**src/pip_pkg.sv**
```systemverilog
package pip_pkg;

  // Pin vector layout: port 0 at 7:0, port 1 at 15:8, port 2 at 20:16
  localparam int NPINS    = 21;
  localparam int P1_BASE  = 8;
  localparam int P2_BASE  = 16;
  localparam int ADDR_W   = 8;
  localparam int DATA_W   = 32;

  // Register byte offsets
  localparam logic [7:0] OFS_PIN_IN   = 8'h00;
  localparam logic [7:0] OFS_FUNC_SEL = 8'h04;
  localparam logic [7:0] OFS_DIR_SEL  = 8'h08;
  localparam logic [7:0] OFS_IRQ_CTRL = 8'h0c;
  localparam logic [7:0] OFS_P1_MASK  = 8'h10;
  localparam logic [7:0] OFS_GRP_EN   = 8'h14;
  localparam logic [7:0] OFS_FLAGS    = 8'h18;
  localparam logic [7:0] OFS_CPU_FLG  = 8'h1c;
  localparam logic [7:0] OFS_LOC_CTRL = 8'h20;
  localparam logic [7:0] OFS_ADC_CFG  = 8'h24;
  localparam logic [7:0] OFS_SLEEP    = 8'h28;
  localparam logic [7:0] OFS_OUT_DATA = 8'h2c;
  localparam logic [7:0] OFS_IN_MODE  = 8'h30;

  // Interrupt control fields
  localparam int IC_POL_P0 = 0;
  localparam int IC_POL_P1 = 1;
  localparam int IC_POL_P2 = 2;
  localparam int IC_NIB_LO = 3;
  localparam int IC_NIB_HI = 4;
  localparam int IC_P2_EN  = 5;

  // Location control fields
  localparam int LC_SA_LOC  = 0;
  localparam int LC_SB_LOC  = 1;
  localparam int LC_T1_LOC  = 2;
  localparam int LC_T3_LOC  = 3;
  localparam int LC_T4_LOC  = 4;
  localparam int LC_AUD_LOC = 5;
  localparam int LC_PREC_LO = 6;
  localparam int LC_PRI_LO  = 8;
  localparam int LC_SA_NFC  = 12;
  localparam int LC_SB_NFC  = 13;
  localparam int LC_AUD_EN  = 14;
  localparam int LC_USE_LO  = 24;

  // Reset values
  localparam logic [20:0] RST_OUT_DATA = 21'h1fffff;
  localparam logic [20:0] NO_PULL_PINS = 21'h000300;

  // Pin location lookup per peripheral and alternative
  localparam logic [20:0] SA_ALT1  = 21'h00003c;
  localparam logic [20:0] SA_ALT2  = 21'h003c00;
  localparam logic [20:0] SA_NFC1  = 21'h000030;
  localparam logic [20:0] SA_NFC2  = 21'h000c00;
  localparam logic [20:0] SB_ALT1  = 21'h00003c;
  localparam logic [20:0] SB_ALT2  = 21'h00f000;
  localparam logic [20:0] SB_NFC1  = 21'h00000c;
  localparam logic [20:0] SB_NFC2  = 21'h003000;
  localparam logic [20:0] T1_ALT1  = 21'h00001c;
  localparam logic [20:0] T1_ALT2  = 21'h000700;
  localparam logic [20:0] T3_ALT1  = 21'h001800;
  localparam logic [20:0] T3_ALT2  = 21'h00c000;
  localparam logic [20:0] T4_ALT1  = 21'h000300;
  localparam logic [20:0] T4_ALT2  = 21'h090000;
  localparam logic [20:0] AUD_ALT1 = 21'h00c003;
  localparam logic [20:0] AUD_ALT2 = 21'h0f0000;
  localparam logic [20:0] XOSC_PIN = 21'h180000;
  localparam logic [20:0] DBG_PIN  = 21'h060000;

  // DMA trigger pins
  localparam int DMA_A_PIN = 1;
  localparam int DMA_B_PIN = 11;

  localparam logic [1:0] SLEEP_ACTIVE = 2'h0;

  typedef enum logic [2:0] {
    OWN_GPIO  = 3'h0,
    OWN_SA    = 3'h1,
    OWN_SB    = 3'h2,
    OWN_T1    = 3'h3,
    OWN_T3    = 3'h4,
    OWN_T4    = 3'h5,
    OWN_AUD   = 3'h6,
    OWN_FIXED = 3'h7
  } pip_owner_t;

  typedef struct packed {
    logic [NPINS-1:0] o;
    logic [NPINS-1:0] oe;
    logic [NPINS-1:0] pull;
  } pip_pin_bus_t;

  typedef struct packed {
    logic [ADDR_W-1:0] paddr;
    logic              psel;
    logic              penable;
    logic              pwrite;
    logic [DATA_W-1:0] pwdata;
  } pip_apb_req_t;

  typedef struct packed {
    logic [DATA_W-1:0] prdata;
    logic              pready;
    logic              pslverr;
  } pip_apb_rsp_t;

endpackage

```
**src/pip_port_ctrl.sv**
```systemverilog
// The register offsets and the APB interface to the registers are this design's own decisions.
`timescale 1ns/1ps

// Overview of operation
// - Detect pin events on selectable edge
// - Edge polarity per port in control register
// - One group interrupt enable per port
// - Individual enable for each port 1 pin
// - Port 0 low and high nibble enables
// - One shared enable for port 2 pins
// - Status flag set regardless of enables
// - CPU flag only with a relevant enable
// - Sleep mode nonzero blocks port interrupts
// - Trigger A on port 0 pin 1 rise
// - Trigger B on port 1 pin 3 fall
// - Triggers only from general purpose inputs
// - Select bit one routes pin to peripheral
// - Two location alternatives per peripheral
// - Precedence 00 favours serial unit A
// - Serial A UART frees port 0 pins 4,5
// - Port 1 bits 3,2,0 zero favour A
// - Serial A UART frees port 1 pins
// - Reset: inputs with pull-up, two without
// - Precedence 01 favours serial unit B
// - Precedence 10/11 favour timer 1
module pip_port_ctrl (
  input  wire logic                              pclk,
  input  wire logic                              presetn,
  input  wire pip_pkg::pip_apb_req_t             apb_req,
  output      pip_pkg::pip_apb_rsp_t             apb_rsp,
  input  wire logic [pip_pkg::NPINS-1:0]         pin_i,
  input  wire logic                              dbg_active,
  input  wire logic                              xosc_active,
  output      pip_pkg::pip_pin_bus_t             pins,
  output      pip_pkg::pip_owner_t [pip_pkg::NPINS-1:0] pin_owner,
  output      logic [2:0]                        cpu_irq,
  output      logic                              dma_trig_a,
  output      logic                              dma_trig_b
);
  import pip_pkg::*;

  typedef struct packed {
    logic [NPINS-1:0]             sync1;
    logic [NPINS-1:0]             sync2;
    logic [NPINS-1:0]             prev;
    logic [NPINS-1:0]             sel;
    logic [NPINS-1:0]             dir;
    logic [NPINS-1:0]             outv;
    logic [NPINS-1:0]             inmode;
    logic [5:0]                   irq_ctrl;
    logic [7:0]                   p1_mask;
    logic [2:0]                   grp_en;
    logic [NPINS-1:0]             flags;
    logic [2:0]                   cpu_flg;
    logic [DATA_W-1:0]            loc;
    logic [7:0]                   adc_cfg;
    logic [1:0]                   sleep;
    pip_apb_rsp_t                 rsp;
    pip_pin_bus_t                 pins;
    pip_owner_t [NPINS-1:0]       owner;
    logic [2:0]                   irq;
    logic                         dma_a;
    logic                         dma_b;
  } pip_state_t;

  // Picks the claimant with the lowest weight; weights are 3 bits each
  function automatic pip_owner_t resolve(input logic [4:0]  claim,
                                         input logic [14:0] wts);
    pip_owner_t best;
    logic [2:0] best_w;
    best   = OWN_GPIO;
    best_w = 3'h7;
    for (int k = 0; k < 5; k++) begin
      if (claim[k] && (wts[k*3 +: 3] < best_w)) begin
        best_w = wts[k*3 +: 3];
        best   = pip_owner_t'(3'(k + 1));
      end
    end
    return best;
  endfunction

  pip_state_t r_reg;
  pip_state_t r_next;

  logic [NPINS-1:0] rise;
  logic [NPINS-1:0] fall;
  logic [NPINS-1:0] cond;
  logic [NPINS-1:0] pin_en;
  logic [NPINS-1:0] pol_vec;
  logic [NPINS-1:0] m_sa;
  logic [NPINS-1:0] m_sb;
  logic [NPINS-1:0] m_t1;
  logic [NPINS-1:0] m_t3;
  logic [NPINS-1:0] m_t4;
  logic [NPINS-1:0] m_aud;
  logic [NPINS-1:0] m_fixed;
  logic [14:0]      w_p0;
  logic [14:0]      w_p1;
  logic [1:0]       prec;
  logic [3:0]       pri;
  logic [2:0]       port_hit;
  logic             setup;
  logic             wr_acc;
  logic             mapped;
  logic [DATA_W-1:0] rd_val;

  // Edge detection on synchronised pins, input direction only
  always_comb begin
    pol_vec = {{5{r_reg.irq_ctrl[IC_POL_P2]}},
               {8{r_reg.irq_ctrl[IC_POL_P1]}},
               {8{r_reg.irq_ctrl[IC_POL_P0]}}};
    rise = r_reg.sync2 & ~r_reg.prev;
    fall = ~r_reg.sync2 & r_reg.prev;
    cond = ((pol_vec & fall) | (~pol_vec & rise)) & ~r_reg.dir;
    pin_en = {{5{r_reg.irq_ctrl[IC_P2_EN]}},
              r_reg.p1_mask,
              {4{r_reg.irq_ctrl[IC_NIB_HI]}},
              {4{r_reg.irq_ctrl[IC_NIB_LO]}}};
  end

  // Location masks and precedence weights
  always_comb begin
    m_sa  = r_reg.loc[LC_SA_LOC] ? SA_ALT2 : SA_ALT1;
    m_sb  = r_reg.loc[LC_SB_LOC] ? SB_ALT2 : SB_ALT1;
    m_t1  = r_reg.loc[LC_T1_LOC] ? T1_ALT2 : T1_ALT1;
    m_t3  = r_reg.loc[LC_T3_LOC] ? T3_ALT2 : T3_ALT1;
    m_t4  = r_reg.loc[LC_T4_LOC] ? T4_ALT2 : T4_ALT1;
    m_aud = r_reg.loc[LC_AUD_LOC] ? AUD_ALT2 : AUD_ALT1;
    // UART without flow control releases its handshake pins
    if (r_reg.loc[LC_SA_NFC]) begin
      m_sa = m_sa & ~(r_reg.loc[LC_SA_LOC] ? SA_NFC2 : SA_NFC1);
    end
    if (r_reg.loc[LC_SB_NFC]) begin
      m_sb = m_sb & ~(r_reg.loc[LC_SB_LOC] ? SB_NFC2 : SB_NFC1);
    end
    m_sa  = m_sa & {NPINS{r_reg.loc[LC_USE_LO]}};
    m_sb  = m_sb & {NPINS{r_reg.loc[LC_USE_LO + 1]}};
    m_t1  = m_t1 & {NPINS{r_reg.loc[LC_USE_LO + 2]}};
    m_t3  = m_t3 & {NPINS{r_reg.loc[LC_USE_LO + 3]}};
    m_t4  = m_t4 & {NPINS{r_reg.loc[LC_USE_LO + 4]}};
    m_aud = m_aud & {NPINS{r_reg.loc[LC_AUD_EN]}};
    m_fixed = ({NPINS{dbg_active}} & DBG_PIN)
            | ({NPINS{xosc_active}} & XOSC_PIN)
            | {13'h0000, r_reg.adc_cfg};
    prec = r_reg.loc[LC_PREC_LO +: 2];
    pri  = r_reg.loc[LC_PRI_LO +: 4];
    // Port 0 weights, packed {t4,t3,t1,sb,sa}
    unique case (prec)
      2'h0: w_p0 = {3'h4, 3'h4, 3'h3, 3'h2, 3'h1};
      2'h1: w_p0 = {3'h4, 3'h4, 3'h3, 3'h1, 3'h2};
      2'h2: w_p0 = {3'h4, 3'h4, 3'h1, 3'h2, 3'h3};
      2'h3: w_p0 = {3'h4, 3'h4, 3'h1, 3'h3, 3'h2};
    endcase
    // Port 1 weights: serial A first unless bits move others ahead
    w_p1 = {3'h4, 3'h4, 3'h3, 3'h3, 3'h2};
    if (pri[3] && !pri[2]) begin
      w_p1[5:3] = 3'h1;
    end
    if (pri[2]) begin
      w_p1[11:9] = 3'h1;
    end
    if (pri[0]) begin
      w_p1[8:6] = 3'h1;
    end
    if (pri[1]) begin
      w_p1[14:12] = 3'h1;
      w_p1[8:6]   = pri[0] ? 3'h2 : 3'h3;
    end
  end

  // APB decode and read mux
  always_comb begin
    setup  = apb_req.psel && !apb_req.penable && !r_reg.rsp.pready;
    wr_acc = apb_req.psel && apb_req.penable && apb_req.pwrite
             && r_reg.rsp.pready && !r_reg.rsp.pslverr;
    mapped = 1'b1;
    rd_val = '0;
    unique case (apb_req.paddr)
      OFS_PIN_IN:   rd_val[NPINS-1:0] = r_reg.sync2;
      OFS_FUNC_SEL: rd_val[NPINS-1:0] = r_reg.sel;
      OFS_DIR_SEL:  rd_val[NPINS-1:0] = r_reg.dir;
      OFS_IRQ_CTRL: rd_val[5:0]       = r_reg.irq_ctrl;
      OFS_P1_MASK:  rd_val[7:0]       = r_reg.p1_mask;
      OFS_GRP_EN:   rd_val[2:0]       = r_reg.grp_en;
      OFS_FLAGS:    rd_val[NPINS-1:0] = r_reg.flags;
      OFS_CPU_FLG:  rd_val[2:0]       = r_reg.cpu_flg;
      OFS_LOC_CTRL: rd_val            = r_reg.loc;
      OFS_ADC_CFG:  rd_val[7:0]       = r_reg.adc_cfg;
      OFS_SLEEP:    rd_val[1:0]       = r_reg.sleep;
      OFS_OUT_DATA: rd_val[NPINS-1:0] = r_reg.outv;
      OFS_IN_MODE:  rd_val[NPINS-1:0] = r_reg.inmode;
      default:      mapped            = 1'b0;
    endcase
  end

  // Next-state logic
  always_comb begin
    r_next = r_reg;
    // Two-flop synchroniser, then edge history
    r_next.sync1 = pin_i;
    r_next.sync2 = r_reg.sync1;
    r_next.prev  = r_reg.sync2;

    // APB answer: one access cycle, error on unmapped offsets
    r_next.rsp.pready  = setup;
    r_next.rsp.pslverr = setup && !mapped;
    if (setup) begin
      r_next.rsp.prdata = apb_req.pwrite ? '0 : rd_val;
    end

    // Register writes at the completing access edge
    if (wr_acc) begin
      unique case (apb_req.paddr)
        OFS_FUNC_SEL: r_next.sel      = apb_req.pwdata[NPINS-1:0];
        OFS_DIR_SEL:  r_next.dir      = apb_req.pwdata[NPINS-1:0];
        OFS_IRQ_CTRL: r_next.irq_ctrl = apb_req.pwdata[5:0];
        OFS_P1_MASK:  r_next.p1_mask  = apb_req.pwdata[7:0];
        OFS_GRP_EN:   r_next.grp_en   = apb_req.pwdata[2:0];
        OFS_FLAGS:    r_next.flags    = r_reg.flags
                                        & apb_req.pwdata[NPINS-1:0];
        OFS_CPU_FLG:  r_next.cpu_flg  = r_reg.cpu_flg
                                        & apb_req.pwdata[2:0];
        OFS_LOC_CTRL: r_next.loc      = apb_req.pwdata;
        OFS_ADC_CFG:  r_next.adc_cfg  = apb_req.pwdata[7:0];
        OFS_SLEEP:    r_next.sleep    = apb_req.pwdata[1:0];
        OFS_OUT_DATA: r_next.outv     = apb_req.pwdata[NPINS-1:0];
        OFS_IN_MODE:  r_next.inmode   = apb_req.pwdata[NPINS-1:0]
                                        & ~NO_PULL_PINS;
        default:      r_next.sel      = r_reg.sel;
      endcase
    end

    // Status flags: a new event wins over a clearing write
    r_next.flags = r_next.flags | cond;

    // CPU flags follow any enabled pending flag while awake
    port_hit[0] = |(r_next.flags[7:0] & pin_en[7:0]);
    port_hit[1] = |(r_next.flags[15:8] & pin_en[15:8]);
    port_hit[2] = |(r_next.flags[20:16] & pin_en[20:16]);
    if (r_reg.sleep == SLEEP_ACTIVE) begin
      r_next.cpu_flg = r_next.cpu_flg | port_hit;
    end
    r_next.irq = r_reg.cpu_flg & r_reg.grp_en;

    // DMA triggers from general purpose inputs only
    r_next.dma_a = rise[DMA_A_PIN] && !r_reg.sel[DMA_A_PIN]
                   && !r_reg.dir[DMA_A_PIN];
    r_next.dma_b = fall[DMA_B_PIN] && !r_reg.sel[DMA_B_PIN]
                   && !r_reg.dir[DMA_B_PIN];

    // Pin ownership per pin
    for (int i = 0; i < NPINS; i++) begin
      if (m_fixed[i]) begin
        r_next.owner[i] = OWN_FIXED;
      end else if (m_aud[i]) begin
        r_next.owner[i] = OWN_AUD;
      end else if (!r_reg.sel[i]) begin
        r_next.owner[i] = OWN_GPIO;
      end else begin
        r_next.owner[i] = resolve({m_t4[i], m_t3[i], m_t1[i],
                                   m_sb[i], m_sa[i]},
                                  (i < P1_BASE) ? w_p0 :
                                  (i < P2_BASE) ? w_p1 :
                                  15'h4c8a);
      end
    end

    // Pad drive: general purpose outputs only
    r_next.pins.o    = r_reg.outv;
    r_next.pins.oe   = r_reg.dir & ~r_reg.sel & ~m_fixed & ~m_aud;
    r_next.pins.pull = ~r_reg.inmode & ~NO_PULL_PINS;
  end

  // State register
  always_ff @(posedge pclk or negedge presetn) begin
    if (!presetn) begin
      r_reg           <= '0;
      // Edge history starts at the pulled-up idle level, no false edge
      r_reg.sync1     <= '1;
      r_reg.sync2     <= '1;
      r_reg.prev      <= '1;
      r_reg.outv      <= RST_OUT_DATA;
      r_reg.pins.o    <= RST_OUT_DATA;
      r_reg.pins.pull <= ~NO_PULL_PINS;
    end else begin
      r_reg <= r_next;
    end
  end

  // Outputs straight from flops
  assign apb_rsp    = r_reg.rsp;
  assign pins       = r_reg.pins;
  assign pin_owner  = r_reg.owner;
  assign cpu_irq    = r_reg.irq;
  assign dma_trig_a = r_reg.dma_a;
  assign dma_trig_b = r_reg.dma_b;

endmodule

```
**config.mk**
```make
export PLATFORM = sky130hd
export DESIGN_NAME = pip_port_ctrl
export DESIGN_NICKNAME = d
export VERILOG_FILES = /design/src/pip_pkg.sv /design/src/pip_port_ctrl.sv
export SDC_FILE = /design/constraint.sdc
export NUM_CORES = 1
export LEC_CHECK = 0
export ABC_AREA = 1
export BUFFER_PORTS_ARGS = -buffer_cell sky130_fd_sc_hd__buf_2
export CAP_MARGIN = 25
export CORE_ASPECT_RATIO = 0.6
export CORE_MARGIN = 4
export CORE_UTILIZATION = 53
export CTS_CLUSTER_DIAMETER = 60
export DETAILED_ROUTE_END_ITERATION = 8
export GPL_ROUTABILITY_DRIVEN = 0
export GPL_TIMING_DRIVEN = 0
export PLACE_DENSITY = 0.71
export SYNTH_ARGS = -nofsm -noshare
export SYNTH_HDL_FRONTEND = slang
export SYNTH_SLANG_ARGS = --single-unit
```
**constraint.sdc**
```tcl
create_clock -name pclk -period 2.1 [get_ports pclk]
set_input_delay 0.105 -clock pclk [delete_from_list [all_inputs] [get_ports pclk]]
set_output_delay 0.105 -clock pclk [all_outputs]
set_load 0.02 [all_outputs]
```
==> impl_metrics.tcl, run 1 <==
set metrics [dict create \
    slew_headroom_pct 44.7 \
    syn_inst 1636 \
    synth_warnings 0 \
    ys.flop_type "dfrtp_1" \
    nets 2035 \
    drc 0 \
    via_per_inst 5.34 \
    path_buf_inv 2 \
    first_pass_iters 6 \
    path_class "reg -> reg" \
    wl_met2_microns 20400 \
    root_buffer "clkbuf_16" \
    io_buffers 225 \
    layout.cells.non_filler 2396 \
    critPathLaunchType "flop" \
    nFillCells 2359 \
    dp.cells 2270 \
    grt_start_max_net_pins 127 \
    finalClockSkew_ps 21.2 \
    cpPeakStageDelay_ps 400 \
    largest_register_ffs 145 \
    wl_met1_microns 19700 \
    hold_viol_final 0 \
    avgSynthCellArea_sq_um 9.65 \
    final_common_cell "nand2_1" \
    timing.max_cap.violations 0 \
    crit_family "simple AND/OR/NAND/NOR gates" \
    worst-path-max-fanout 10 \
    top_layer_used "met4" \
    max_slew.worst_pin.slew_ps 826 \
    design.core.area_sq_mm 0.0291 \
    antenna_found_initial 1 \
    num_vias 12800 \
    path_cells "nand3_2 > nor2_4 > buf_2 > nand2_1 > clkbuf_2 > o21ai_0" \
    drive_gt1_share_pct 33.1 \
    setup_viol 0 \
    post-route-util_pct 66.5 \
    async_flop_share_pct 100 \
    clk_path_buf_depth 3 \
    synth_edf_count 0 \
    clk_latency_ps 540 \
    hold_class "in -> async" \
    die_w_microns 231 \
    max_freq_mhz 487 \
    rsz0062_at_grt "false" \
    grt_pass1_wl_microns 72800 \
    slowest_stage "dfrtp_1" \
    final_cell_mix "nand2_1, dfrtp_1, buf_2" \
    ys_seq_area_share_pct 60.3 \
    ant_nets 0 \
    wl_met3_microns 6330 \
    start_util_pct 54.3 \
    drtIter0Drc 1727 \
    fin_crit_sh_pct 97.8 \
    power_density_mw_per_mm2 754 \
    ios 233 \
    die_area_sq_mm 0.0327 \
    core.rowCount 48 \
    clk_pin_slew_ps 70 \
    synth_area_sq_mm 0.0158 \
    irDropWorstVdd_mv 0.655 \
    ys_types 41 \
    wl_microns 47800 \
    final-max-slew-violation-count 0 \
    routedWlPerCell_microns 20.0 \
    period_needed_ps 2050 \
    cts_made_buffers 35 \
    outcome "complete, no violations" \
    critPathArrivalTime_ps 2490 \
    critPathCaptureType "flop" \
    grt_usage_pct 29.2 \
    cts_tree "built" \
    syn_to_final_growth_pct 22.5 \
    cp.required_ps 2530 \
    dp_hpwl_microns 34300 \
    first_global_vias 12500 \
    ys_seq_elements 374 \
    gr-total-overflow 0 \
    die_h_microns 142 \
    leakagePower_nw 9.71 \
    cts_max_level 2 \
    clock_sinks 374 \
]
## report_power, final
group,total [mW],switching [mW],internal [mW]
clock,6.47,2.80,3.67
sequential,7.43,0.0747,7.36
combinational,0.664,0.428,0.236
total,14.6,3.31,11.3
## worst register-to-register path, stage by stage, from the launching register on
cell and delay (ps):
dfrtp_1 400, nand3_2 280, nor2_4 210, buf_2 270, nand2_1 200, clkbuf_2 310, o21ai_0 280
## final timing paths
check	to	start	slack, ps	cells after the start
setup / recovery	r_reg[319]	apb_rsp[1]	50	6
setup reg to reg	r_reg[319]	apb_rsp[1]	50	6
hold / removal	r_reg[198]	presetn	20	2
hold reg to reg	r_next[347]	r_next[368]	340	0
min in group pclk	apb_rsp[4]	apb_req[32]	20	6
max in group asynchronous	pol_vec[8]	presetn	740	4
## per-stage QoR
| stage | hold slack, ps | area [sq um] | setup TNS (ps) | worst slack [ps] | total power [mW] |
|---|---|---|---|---|---|
| after floorplan | -191 | 15800 | 0 | 565 | 7.76 |
| after global routing | 22.2 | 19300 | 0 | 14.0 | 15.0 |
| final | 16.0 | 19300 | 0 | 47.1 | 14.6 |
| after detailed placement | -33.7 | 17500 | -14360 | -372 | 8.13 |
| after global placement | 210 | 17400 | -1948010 | -5990 | 8.09 |
| after CTS | 3.16 | 19300 | 0 | 25.2 | 14.6 |
## per-layer routing
metal,vias up,track usage (%)
li1,5758,-
met1,6166,41.6
met2,765,42.9
met3,103,10.1
met4,0,8.76
met5,-,0
## Yosys cell counts, types with 7 or more instances
library cell  number  area share (%)
nand2_1          441              10
dfrtp_1          250              40
buf_4            168             8.0
o21ai_0          165             5.2
inv_1            132             3.1
dfstp_2          124              21
nor2_1            74             1.8
nor3_1            34             1.1
o21ai_1           32             1.0
a21oi_1           30            0.95
nand3_1           29            0.92
buf_2             22            0.70
clkbuf_1          18            0.43
o211ai_1          15            0.71
a32o_1            11            0.70
o22ai_1           10            0.40
inv_2              9            0.21
nand3b_1           8            0.38
nand2_2            7            0.28
nand4_1            7            0.28
## area by class of cell
class                   instances  area [sq um]  share of cell area [%]
inverters                     141           529                    2.74
clock inverters                15           134                   0.693
multi-input cells             915          4290                    22.2
clock buffers                  49          1050                    5.44
plain buffers                 211          1490                    7.73
well taps                     400           500                    2.59
flip-flops and latches        374          9520                    49.2
repair buffers                288          1810                    9.36
diodes                          3          7.51                  0.0388
## cell families (layout without fill, tap and decap cells)
| family | Yosys count | count (layout) | share of synthesized area [%] |
|---|---|---|---|
| adders and majority gates | 1 | 1 | 0.0793 |
| DFF | 374 | 374 | 60.3 |
| AOI/OAI and AO/OA | 280 | 280 | 9.86 |
| other | 1 | 10 | 0.0238 |
| and+or+nand+nor | 619 | 619 | 16.4 |
| muxes | 8 | 8 | 0.618 |
| buffers and inverters | 353 | 704 | 12.8 |
## what timing repair did
action | in CTS | in global routing
pin swaps | 2 | 0
hold buffers | 56 | 0
endpoints found under the setup margin | 103 | 59
endpoints found under the hold margin | 309 | 0
gates cloned | 0 | 0
setup buffers | 4 | 0
gates resized for setup | 8 | 14
(Power assumes the default switching activity.)
==> inputs of run 2 (changes only) <==
BUFFER_PORTS_ARGS = -buffer_cell sky130_fd_sc_hd__buf_4   (was -buffer_cell sky130_fd_sc_hd__buf_2)
==> impl_metrics.tcl, run 2 (same netlist as run 1, synthesis figures left out) <==
set metrics [dict create \
    die_w_microns 231 \
    power_frac_comb_pct 4.8 \
    worst-path-max-fanout 10 \
    pwr-share-seq_pct 49.0 \
    final_common_cell "nand2_1" \
    cts_made_buffers 35 \
    max_slew.worst_pin.slew_ps 855 \
    gr-total-overflow 0 \
    slowest_stage "dfrtp_1" \
    tns_ps 0 \
    routedWlPerCell_microns 20.2 \
    critPathArrivalTime_ps 2470 \
    die_h_microns 142 \
    min-delay-start "apb_req[37]" \
    critPathCaptureType "flop" \
    die_area_sq_mm 0.0327 \
    max_freq_mhz 492 \
    outcome "complete, no violations" \
    largest_register_ffs 145 \
    final-max-slew-violation-count 0 \
    irDropWorstVdd_mv 0.505 \
    clk_pin_slew_ps 70 \
    post-place-ws_ps -429 \
    whs_endpoint "apb_rsp[21]" \
    grtUsageMet3_pct 9.25 \
    path_cells "nand3_2 > nor2_4 > buf_2 > nand2_1 > clkbuf_2 > o21ai_0" \
    grt_pass1_wl_microns 73800 \
    period_needed_ps 2030 \
    clk_latency_ps 540 \
    power_density_mw_per_mm2 758 \
    via_per_inst 5.35 \
    intPower_mw 11.9 \
    wl_microns 48500 \
    fin_ws_ps 67.8 \
    p_clk_share_pct 46.2 \
    drtIter0Drc 1549 \
    design.core.area_sq_mm 0.0291 \
    timing.max_cap.violations 0 \
    reg2reg_depth 6 \
    r2r_slack_ps 70 \
    cp.required_ps 2540 \
    core.rowCount 48 \
    use_met1_pct 43.0 \
    cts_tree "built" \
    first_pass_iters 6 \
    first_global_vias 12400 \
    drive_gt1_share_pct 33.0 \
    leakagePower_nw 9.86 \
    crit_family "simple AND/OR/NAND/NOR gates" \
    syn_to_final_growth_pct 26.8 \
    hold_viol_final 0 \
    setup_viol 0 \
    drc 0 \
    top_usage_layer "met2" \
    dp_hpwl_microns 34900 \
    antenna_cells 0 \
    ant_nets 0 \
    hold_class "in -> reg" \
    cts_max_level 2 \
    start_util_pct 54.3 \
    root_buffer "clkbuf_16" \
    critPathLaunchType "flop" \
    rr_startpoint "apb_rsp[1]" \
    met2_usage_pct 43.0 \
    power_switching_mw 3.27 \
    hold-path-cell-count 6 \
    rsz0062_at_grt "false" \
    fin_crit_sh_pct 96.8 \
    finalClockSkew_ps 17.2 \
    grt_start_max_net_pins 116 \
    io_buffers 225 \
    clk_path_buf_depth 3 \
    path_buf_inv 2 \
    nets 2038 \
    slew_headroom_pct 42.8 \
    clock_sinks 374 \
    r2r-end "r_next[123]" \
    ios 233 \
    antenna_found_initial 0 \
    num_vias 12800 \
    final_cell_mix "nand2_1, buf_4, dfrtp_1" \
    cpPeakStageDelay_ps 390 \
    nFillCells 2262 \
    swShare_pct 21.6 \
    path_class "reg -> reg" \
    grt_usage_pct 29.7 \
]
run 2: cell types whose count changed in the layout (fill, tap and decap cells not counted), moves of 2 or more:
cell           before  now
clkbuf_1           10   12
diode_2             3    0
inv_4               2    0
dlygate4sd3_1      56   58
clkinv_2            7    4
buf_4             172  397
bufinv_16           1    6
clkinv_8            2    0
buf_2             247   23
run 2: metal layers:
metal | vias up | wire length, microns
met2 | 761 | 20700
met3 | 99 | 6150
li1 | 5762 | -
met5 | - | 0
met1 | 6203 | 20100
met4 | 0 | 1490
run 2: how the worst max path moves through the flow:
stage | startpoint | endpoint | cells past startpoint
3_5_place_dp | apb_rsp[1] | apb_rsp[15] | 8
2_1_floorplan | apb_rsp[0] | r_reg[291] | 8
5_1_grt | apb_rsp[1] | r_reg[174] | 7
6_report | apb_rsp[1] | r_next[123] | 6
4_1_cts | apb_rsp[0] | r_reg[295] | 8
3_3_place_gp | presetn | pin_owner[3] | 1
run 2: final cells by class:
type	instances	area (sq um)	area share (%)
Sequential cell	374	9520	47.6
Multi-Input combinational cell	915	4300	21.5
Timing Repair Buffer	291	2400	12.0
Buffer	211	1500	7.48
Clock buffer	51	1060	5.29
Inverter	141	529	2.65
Tap cell	400	500	2.50
Clock inverter	12	216	1.08
run 2: power by group through the flow:
stage / clock network (mW) / logic [mW] / registers, mW
after floorplan: 0 / 0.226 / 7.53
after global routing: 7.39 / 0.789 / 7.44
after global placement: 0 / 0.593 / 7.55
after CTS: 7.07 / 0.718 / 7.43
final: 7.01 / 0.722 / 7.44
after detailed placement: 0 / 0.622 / 7.56
run 2: through the flow:
step,util (%),instance area (sq um),hold slack (ps),power (mW),cells
5_1_grt,68.8,20000,91.5,15.6,2395
3_5_place_dp,62.2,18100,117,8.18,2270
2_1_floorplan,-,15800,-191,7.76,1642
6_report,68.8,20000,59.6,15.2,2395
3_3_place_gp,61.9,18000,213,8.14,2267
4_1_cts,68.8,20000,36.4,15.2,2396
run 2: repair_timing:
item,CTS,global route
hold endpoints to repair,208,0
setup buffers,5,0
gates resized for setup,13,9
setup endpoints to repair,101,70
hold buffers,58,0
pin swaps,2,0
run 2: worst reg2reg max path, delay by kind of cell (launching register included):
kind | cells | cell delay (ps)
buffers and inverters | 2 | 590
DFF | 1 | 390
and+or+nand+nor | 3 | 730
AOI/OAI and AO/OA | 1 | 250
